[config.mk]
export PLATFORM = sky130hd
export DESIGN_NAME = otp_region_access
export DESIGN_NICKNAME = d
export VERILOG_FILES = /design/src/rtl/byte_fifo.v /design/src/rtl/otp_region_access.v
export VERILOG_INCLUDE_DIRS = /design/src /design/src/rtl
export SDC_FILE = /design/constraint.sdc
export NUM_CORES = 2
export LEC_CHECK = 0
export BUFFER_PORTS_ARGS = -buffer_cell sky130_fd_sc_hd__buf_4
export CORE_MARGIN = 5
export CORE_UTILIZATION = 55
export DETAILED_ROUTE_END_ITERATION = 8
export PLACE_DENSITY = 0.7
export SYNTH_ARGS = -nofsm -noshare
export SYNTH_HDL_FRONTEND = slang
export SYNTH_SLANG_ARGS = --single-unit
[constraint.sdc]
create_clock -name i_clock -period 17.8 [get_ports i_clock]
set_clock_uncertainty 0.05 [all_clocks]
set_input_delay 0 -clock i_clock [delete_from_list [all_inputs] [get_ports i_clock]]
set_output_delay 0 -clock i_clock [all_outputs]
set_load 0.01 [all_outputs]
[src/rtl/otp_region_defines.vh]
// constants for the security-region command block
// assumes a 125 MHz system clock sampling a slower serial link
`ifndef OTP_REGION_DEFINES_VH
`define OTP_REGION_DEFINES_VH
`define OP_PROGRAM 8'h9B
`define OP_READ 8'h77
`define OP_STATUS 8'h05
`define OP_WREN 8'h06
`define USER_BYTES 7'h40
`define REGION_AW 7
`define ERASED_BYTE 8'hFF
`define STAT_BUSY_BIT 0
`define STAT_WEL_BIT 1
`define PROG_TIME_US 500
`define CLK_MHZ 125
`define PROG_CYCLES (`PROG_TIME_US * `CLK_MHZ)
`define FIFO_DEPTH 4
`endif

[src/rtl/byte_fifo.v]
// small FIFO with valid and ready on both sides
// assumes one clock for writer and reader
`timescale 1ns/1ps
`default_nettype none
module byte_fifo #(
    parameter WIDTH = 8,
    parameter DEPTH = 4,
    parameter AW = 2
) (
    input wire i_clock,
    input wire i_rst_b,
    input wire i_in_valid,
    output wire o_in_ready,
    input wire [WIDTH-1:0] i_in_data,
    output wire o_out_valid,
    input wire i_out_ready,
    output wire [WIDTH-1:0] o_out_data
);
    reg [WIDTH-1:0] mem_q [0:DEPTH-1];
    reg [AW-1:0] wp_q;
    reg [AW-1:0] rp_q;
    reg [AW:0] cnt_q;
    wire push = i_in_valid && o_in_ready;
    wire pop = o_out_valid && i_out_ready;
    assign o_in_ready = (cnt_q != DEPTH[AW:0]);
    assign o_out_valid = (cnt_q != {(AW+1){1'b0}});
    assign o_out_data = mem_q[rp_q];
    always @(posedge i_clock)
    begin
        if (push)
        begin
            mem_q[wp_q] <= i_in_data;
        end
    end
    always @(posedge i_clock)
    begin
        if (!i_rst_b)
        begin
            wp_q <= {AW{1'b0}};
            rp_q <= {AW{1'b0}};
            cnt_q <= {(AW+1){1'b0}};
        end
        else
        begin
            if (push)
            begin
                wp_q <= (wp_q == DEPTH[AW-1:0] - 1'b1) ? {AW{1'b0}} : wp_q + 1'b1;
            end
            if (pop)
            begin
                rp_q <= (rp_q == DEPTH[AW-1:0] - 1'b1) ? {AW{1'b0}} : rp_q + 1'b1;
            end
            if (push && !pop)
            begin
                cnt_q <= cnt_q + 1'b1;
            end
            else if (pop && !push)
            begin
                cnt_q <= cnt_q - 1'b1;
            end
        end
    end
endmodule
`default_nettype wire

[src/rtl/otp_region_access.v]
// serial command slave for a 128-byte one-time-programmable security region
// assumes mode 0 serial link, all pins asynchronous to i_clock and slower than it
`timescale 1ns/1ps
`default_nettype none
`include "otp_region_defines.vh"
module otp_region_access #(
    parameter PROG_CYCLES = `PROG_CYCLES,
    parameter [511:0] SERIAL_NUMBER = {64{8'h5A}} // arbitrary value
) (
    input wire i_clock,
    input wire i_rst_b,
    input wire i_cs_b,
    input wire i_sck,
    input wire i_mosi,
    input wire i_used_flag,
    output reg o_miso,
    output reg o_miso_oe,
    output reg o_used_set,
    output reg o_busy
);
    // ***********************************
    // pin synchronisers
    // ***********************************
    reg cs_m_q, cs_s_q, sck_m_q, sck_s_q, sck_p_q, mosi_m_q, mosi_s_q;
    always @(posedge i_clock)
    begin
        if (!i_rst_b)
        begin
            cs_m_q <= 1'b1;
            cs_s_q <= 1'b1;
            sck_m_q <= 1'b0;
            sck_s_q <= 1'b0;
            sck_p_q <= 1'b0;
            mosi_m_q <= 1'b0;
            mosi_s_q <= 1'b0;
        end
        else
        begin
            cs_m_q <= i_cs_b;
            cs_s_q <= cs_m_q;
            sck_m_q <= i_sck;
            sck_s_q <= sck_m_q;
            sck_p_q <= sck_s_q;
            mosi_m_q <= i_mosi;
            mosi_s_q <= mosi_m_q;
        end
    end
    wire active = !cs_s_q;
    wire rise = active && sck_s_q && !sck_p_q;
    wire fall = active && !sck_s_q && sck_p_q;
    reg cs_p_q;
    always @(posedge i_clock)
    begin
        if (!i_rst_b)
        begin
            cs_p_q <= 1'b1;
        end
        else
        begin
            cs_p_q <= cs_s_q;
        end
    end
    wire release_ev = cs_s_q && !cs_p_q;

    // ***********************************
    // storage
    // ***********************************
    // factory half is a constant: no write path can reach it
    // user half is read flat so both read paths share one byte select
    wire [511:0] user_flat;
    reg [7:0] buf_q [0:63];
    reg [63:0] sent_q;

    // ***********************************
    // command shifter
    // ***********************************
    localparam ST_OP = 3'd0;
    localparam ST_ADDR = 3'd1;
    localparam ST_DATA = 3'd2;
    localparam ST_DUMMY = 3'd3;
    localparam ST_OUT = 3'd4;
    localparam ST_STAT = 3'd5;
    localparam ST_IGNORE = 3'd6;
    reg [2:0] state_q;
    reg [2:0] bitc_q;
    reg [7:0] sh_q;
    reg [7:0] op_q;
    reg [1:0] bytec_q;
    reg [6:0] addr_q;
    reg [6:0] ndata_q;
    reg [7:0] obuf_q;
    reg wel_q;
    wire [7:0] inbyte = {sh_q[6:0], mosi_s_q};
    wire byte_done = rise && (bitc_q == 3'd7);
    reg [7:0] status;
    always @*
    begin
        status = 8'h00;
        status[`STAT_BUSY_BIT] = o_busy;
        status[`STAT_WEL_BIT] = wel_q;
    end
    wire [6:0] rd_next = addr_q + 7'h01;
    wire [7:0] rd_byte = addr_q[6] ? SERIAL_NUMBER[{addr_q[5:0], 3'b000} +: 8] :
        user_flat[{addr_q[5:0], 3'b000} +: 8];
    // next byte picks its half from the next address, so 3Fh and 7Fh switch source
    wire [7:0] rd_next_byte = rd_next[6] ? SERIAL_NUMBER[{rd_next[5:0], 3'b000} +: 8] :
        user_flat[{rd_next[5:0], 3'b000} +: 8];

    // ***********************************
    // data buffer
    // ***********************************
    // data captured into a FIFO so the program engine never races the shifter
    wire fifo_in_ready, fifo_out_valid;
    wire [7:0] fifo_out_data;
    reg fifo_push;
    byte_fifo #(.WIDTH(8), .DEPTH(`FIFO_DEPTH), .AW(2)) u_fifo (
        .i_clock(i_clock),
        .i_rst_b(i_rst_b),
        .i_in_valid(fifo_push),
        .o_in_ready(fifo_in_ready),
        .i_in_data(inbyte),
        .o_out_valid(fifo_out_valid),
        .i_out_ready(1'b1),
        .o_out_data(fifo_out_data)
    );
    reg [5:0] fifo_wptr_q;
    reg drain_pending;
    always @*
    begin
        fifo_push = byte_done && (state_q == ST_DATA) && fifo_in_ready;
        drain_pending = fifo_out_valid;
    end

    // ***********************************
    // command decode and program engine
    // ***********************************
    // busy starts at the release itself so a poll right after it never sees ready
    reg [31:0] prog_cnt_q;
    reg prog_pend_q;
    wire prog_fire = prog_pend_q && !drain_pending;
    always @(posedge i_clock)
    begin
        if (!i_rst_b)
        begin
            state_q <= ST_OP;
            bitc_q <= 3'd0;
            sh_q <= 8'h00;
            op_q <= 8'h00;
            bytec_q <= 2'd0;
            addr_q <= 7'h00;
            ndata_q <= 7'h00;
            obuf_q <= 8'h00;
            wel_q <= 1'b0;
            o_miso <= 1'b0;
            o_miso_oe <= 1'b0;
            o_used_set <= 1'b0;
            o_busy <= 1'b0;
            prog_cnt_q <= 32'h0000_0000;
            prog_pend_q <= 1'b0;
            fifo_wptr_q <= 6'h00;
            sent_q <= 64'h0000_0000_0000_0000;
        end
        else
        begin
            o_used_set <= 1'b0;
            if (fifo_out_valid)
            begin
                buf_q[fifo_wptr_q] <= fifo_out_data;
                sent_q[fifo_wptr_q] <= 1'b1;
                fifo_wptr_q <= fifo_wptr_q + 6'h01;
            end
            if (rise)
            begin
                sh_q <= inbyte;
                bitc_q <= bitc_q + 3'd1;
            end
            if (byte_done)
            begin
                case (state_q)
                    ST_OP:
                    begin
                        op_q <= inbyte;
                        bytec_q <= 2'd0;
                        if (o_busy && inbyte != `OP_STATUS)
                        begin
                            state_q <= ST_IGNORE;
                        end
                        else if (inbyte == `OP_WREN)
                        begin
                            wel_q <= 1'b1;
                            state_q <= ST_IGNORE;
                        end
                        else if (inbyte == `OP_STATUS)
                        begin
                            obuf_q <= status;
                            state_q <= ST_STAT;
                        end
                        else if (inbyte == `OP_PROGRAM || inbyte == `OP_READ)
                        begin
                            state_q <= ST_ADDR;
                        end
                        else
                        begin
                            state_q <= ST_IGNORE;
                        end
                    end
                    ST_ADDR:
                    begin
                        bytec_q <= bytec_q + 2'd1;
                        if (bytec_q == 2'd2)
                        begin
                            addr_q <= inbyte[6:0];
                            fifo_wptr_q <= inbyte[5:0];
                            ndata_q <= 7'h00;
                            sent_q <= 64'h0000_0000_0000_0000;
                            bytec_q <= 2'd0;
                            state_q <= (op_q == `OP_PROGRAM) ? ST_DATA : ST_DUMMY;
                        end
                    end
                    ST_DATA:
                    begin
                        if (ndata_q != `USER_BYTES)
                        begin
                            ndata_q <= ndata_q + 7'h01;
                        end
                    end
                    ST_DUMMY:
                    begin
                        bytec_q <= bytec_q + 2'd1;
                        if (bytec_q == 2'd1)
                        begin
                            obuf_q <= rd_byte;
                            state_q <= ST_OUT;
                        end
                    end
                    ST_OUT:
                    begin
                        addr_q <= rd_next;
                        obuf_q <= rd_next_byte;
                    end
                    ST_STAT:
                    begin
                        obuf_q <= status;
                    end
                    default:
                    begin
                        state_q <= ST_IGNORE;
                    end
                endcase
            end
            // shift out on falling edges, msb first
            if (fall && (state_q == ST_OUT || state_q == ST_STAT))
            begin
                o_miso_oe <= 1'b1;
                o_miso <= obuf_q[3'd7 - bitc_q];
            end
            if (release_ev)
            begin
                o_miso_oe <= 1'b0;
                state_q <= ST_OP;
                bitc_q <= 3'd0;
                if (op_q == `OP_PROGRAM && !o_busy)
                begin
                    wel_q <= 1'b0;
                    if (wel_q && !i_used_flag && state_q == ST_DATA && ndata_q != 7'h00 &&
                        bitc_q == 3'd0)
                    begin
                        o_used_set <= 1'b1;
                        o_busy <= 1'b1;
                        prog_pend_q <= 1'b1;
                        prog_cnt_q <= PROG_CYCLES;
                    end
                end
                op_q <= 8'h00;
            end
            if (prog_fire)
            begin
                // self-timed; no suspend path exists
                prog_pend_q <= 1'b0;
            end
            if (o_busy && !prog_pend_q)
            begin
                if (prog_cnt_q <= 32'h0000_0001)
                begin
                    o_busy <= 1'b0;
                end
                else
                begin
                    prog_cnt_q <= prog_cnt_q - 32'h0000_0001;
                end
            end
        end
    end

    // ***********************************
    // one-time cells of the user half
    // ***********************************
    // no reset: the cells stand for nonvolatile storage and start erased
    genvar g;
    generate
        for (g = 0; g < 64; g = g + 1)
        begin : g_cell
            reg [7:0] cell_q;
            initial
            begin
                cell_q = `ERASED_BYTE;
            end
            always @(posedge i_clock)
            begin
                if (prog_fire)
                begin
                    cell_q <= sent_q[g] ? buf_q[g] : `ERASED_BYTE;
                end
            end
            assign user_flat[8 * g +: 8] = cell_q;
        end
    endgenerate
endmodule
`default_nettype wire

==> impl_results.rst <==
.. list-table::
   :header-rows: 1

   * - Metric
     - Value
   * - Cts hold-fix bufs
     - 10
   * - Setup Buffers After CTS
     - 0
   * - Transition time at the pin with the least slew margin
     - 1.33 ns
   * - Number of enable-type register cells in the synthesized netlist
     - between 1000 and 1500
   * - Net count after synthesis
     - between 3000 and 4000
   * - Final worst path period need
     - 4.26 ns
   * - Number of instances in the synthesized netlist
     - between 3000 and 4000
   * - Via count of the first global-routing pass
     - 28100
   * - Total count of hold-check failures in the final report
     - 0
   * - Worst min-delay path category
     - in -> reg
   * - Max-cap check violation count
     - 0
   * - Critical Path, Cell by Cell
     - or3_1 > clkinv_1 > and2_4 > buf_4 > buf_4
   * - Sum of buffers and inverters on the critical path
     - 3
   * - Total CTS buffers
     - 120
   * - Part of the cycle the worst path needs
     - 0.239
   * - CP max stage cell
     - buf_4
   * - Final Max Slew Viols
     - 0
   * - Main combinational cell family by area after synthesis
     - multiplexers
   * - Primary FF master, synth
     - edfxtp_1
   * - Detailed-route wire length
     - about 130000 um
   * - Maximum fanout along the worst path
     - 84
   * - Number of sinks on the clock net
     - ~1200
   * - Run status
     - complete, no violations
   * - DP HPWL
     - approximately 82000 um
   * - Power per cell area
     - between 100 and 150 mW/mm2
   * - Signed area change from the synthesized netlist to the final layout
     - 11.3%
   * - Clock root buffer master
     - clkbuf_16
   * - Post-route setup TNS
     - 0 ns
   * - Worst setup SP type
     - flop
   * - Cell leakage power
     - 18.3 nW
   * - Initial Util
     - 0.554
   * - Tightest hold margin
     - approximately 0.12 ns
   * - Total power consumption of the routed design
     - roughly 0.0063 W
   * - Row cnt
     - between 100 and 150
   * - Type of the worst setup path
     - reg -> reg
   * - Commonest cells after routing, fill and taps aside
     - edfxtp_1, nand2b_1, mux4_2
   * - Worst Setup End Kind
     - flop
   * - CP Data Required Time
     - roughly 18 ns
   * - Max transition margin
     - 0.114
   * - CP most frequent cell
     - buf_4
   * - Die boundary height
     - approximately 310 um
   * - Number of gates given a new drive strength after cts
     - 0
   * - Total routing usage reported by global routing
     - 0.266
   * - Share of Yosys cell area claimed by the top area cell type
     - 0.623
   * - Count of unique library cells instantiated by Yosys
     - 64
   * - Pin count of the biggest net entering global routing
     - 92
   * - Final weighted congestion in routability-driven placement
     - 0.916
   * - Post-synthesis compound-gate area fraction
     - 0.0266
   * - Adder-cell area share of the yosys netlist
     - 0.00467
   * - RSZ-0062 raised after global routing
     - false
   * - Reg clk slew, reported paths
     - about 0.060 ns
   * - Cell taking the most area after synthesis
     - edfxtp_1
   * - Most frequent standard cell in the layout excluding fill and tap cells
     - edfxtp_1
   * - Warnings, synthesis
     - 0
   * - Sequential area share after synthesis
     - 0.690
   * - Top achievable clock speed
     - around 0.23 GHz
   * - Fraction of the mapped netlist area in simple logic gates
     - 0.113
   * - Initial antenna violation count
     - 4
   * - Portion of netlist area occupied by mux cells
     - 0.145
   * - Total die area
     - between 0.09 and 0.1 mm2
   * - Number of DRC violations after detailed routing
     - 0
   * - Fillers
     - 6442
   * - Data arrival time of the critical path
     - approximately 4.5 ns
   * - Worst vdd ir
     - between 0.09 and 0.1 mV
   * - Source-to-sink clock delay at the later pin of the worst-skew pair
     - a little over 0.7 ns
   * - Number of port buffers
     - 9
   * - Clock tree from TritonCTS
     - yes
   * - GR Overflow Total
     - 0
   * - Die Span X
     - around 310 um
   * - Wire length of the first global-routing pass
     - 192000 um
   * - Layout cells sized above 1
     - 0.185
   * - Multi-input combinational cell area
     - ~0.015 mm2
   * - Maximum cell stage delay along the critical path
     - between 0.9 and 1 ns
   * - Count of H-tree levels built during CTS
     - 3
   * - Post-DR wirelength/cell
     - slightly below 30 um
   * - Count of antenna-violating nets left after detailed routing
     - 0
   * - Flip-flop and latch count after synthesis
     - about 1200
   * - Cell family with the largest share of critical-path delay
     - buffers and inverters
   * - Share of flip-flops with an asynchronous set or reset after synthesis
     - 0
   * - Router iterations before antenna repair
     - 7
   * - Maximum number of buffers from clock root to sink
     - 3
   * - XOR/XNOR share of the synthesized area
     - 0.00792
   * - Number of vias per cell after detailed routing
     - between 6 and 7
   * - NumNets Final
     - 3154
   * - Count of vias placed by the detailed router
     - ~28000
   * - Number of setup violations in the final report
     - 0
   * - Top area cells in the synthesized netlist
     - edfxtp_1, mux4_2, dfxtp_1
   * - Storage element area
     - 0.0351 mm2
   * - Mean instance size in the synthesized netlist
     - approximately 17 um2
   * - Violation count after the first detailed-route iteration
     - about 3700
   * - Std-Cell Core Area
     - 0.0918 mm2
   * - Post-synthesis instance area
     - a little over 0.05 mm2
   * - Top Ports
     - 10
-- cell families after synthesis --
group                    Yosys count
AND/OR/NAND/NOR                 1045
AO/OA/AOI/OAI                    221
XOR/XNOR                          46
buffers and inverters            158
multiplexers                     364
flip-flops                      1226
adder cells (fa/ha/maj)           19
-- per-stage QoR --
| step | std cells | area [um2] | worst slack [ns] | util |
|---|---|---|---|---|
| 2_1_floorplan | 3079 | 50900 | 4.19 | - |
| 6_report | 4480 | 56700 | 13.54 | 0.617 |
| 5_1_grt | 4479 | 56700 | 13.32 | 0.617 |
| 4_1_cts | 4479 | 56700 | 13.52 | 0.617 |
| 3_5_place_dp | 4240 | 52400 | 13.53 | 0.570 |
| 3_3_place_gp | 4240 | 52400 | 13.55 | 0.570 |
-- routing by layer --
| metal | part of all wire | track usage | vias up |
|---|---|---|---|
| met1 | 0.38 | 0.365 | 14300 |
| met4 | 0.043 | 0.103 | 6 |
| met2 | 0.46 | 0.409 | 1665 |
| met5 | 0.00035 | 0 | - |
| met3 | 0.12 | 0.0764 | 315 |
| li1 | - | - | 11900 |
-- worst register-to-register path: cells and delay by family, from the launching register on --
kind / cells / cell delay (ns)
flops: 1 / 0.36
buf+inv: 3 / 2.19
simple gates: 2 / 1.17
-- sequential cells by signal, summed over array words and instances (netlist names), 2 cells and up, named ones only --
| register | flops |
|---|---|
| state_q | 3 |
| u_fifo.wp_q | 2 |
| fifo_wptr_q | 6 |
| u_fifo.cnt_q | 3 |
| u_fifo.rp_q | 2 |
| addr_q | 7 |
| u_fifo.mem_q | 32 |
| buf_q | 512 |
| sent_q | 64 |
| op_q | 8 |
| ndata_q | 7 |
| bitc_q | 3 |
| obuf_q | 8 |
| bytec_q | 2 |
| g_cell.cell_q | 512 |
| prog_cnt_q | 32 |
| sh_q | 7 |
-- synth_stat cells (14+ instances only) --
cell type and number:
nor2_1 221, edfxtp_1 1056, mux2i_1 49, nand2_1 117
nand3_1 26, nor2b_1 26, buf_1 20, ha_1 19
a21oi_1 100, buf_2 45, inv_1 15, nand2b_1 520
mux4_2 295, and2_1 19, dfxtp_1 170, mux2_2 20
nor3_1 21, clkbuf_1 64, o21ai_0 30, xor2_1 30
xnor2_1 16, nor4_1 14, and3_1 15
-- worst paths after layout --
path	startpoint	endpoint	slack, ns	cells past startpoint
max reg2reg	u_fifo.cnt_q[0]$_SDFFE_PN0P_	g_cell[21].cell_q[1]$_SDFFCE_PN1P_	13.54	5
min	i_used_flag	o_used_set$_SDFF_PN0_	0.12	5
min reg2reg	cs_m_q$_SDFF_PN1_	cs_s_q$_SDFF_PN1_	0.39	1
max	u_fifo.cnt_q[0]$_SDFFE_PN0P_	g_cell[21].cell_q[1]$_SDFFCE_PN1P_	13.54	5
-- where the power goes --
| part | switching (W) | internal, W | leakage [nW] |
|---|---|---|---|
| Combinational | 0.000336 | 0.0000543 | 3.97 |
| Sequential | 0.0000293 | 0.00326 | 12.3 |
| Clock | 0.00109 | 0.00157 | 2.06 |
-- cell type report --
class / count / area share
diodes: 1 / 0.0000442
clock buffers: 158 / 0.0597
clock inverters: 71 / 0.0143
inverters: 17 / 0.00113
multi-input cells: 1695 / 0.268
flip-flops and latches: 1226 / 0.620
well taps: 1243 / 0.0274
repair buffers: 69 / 0.00958
Note: power is estimated with default switching activity, not from simulation.
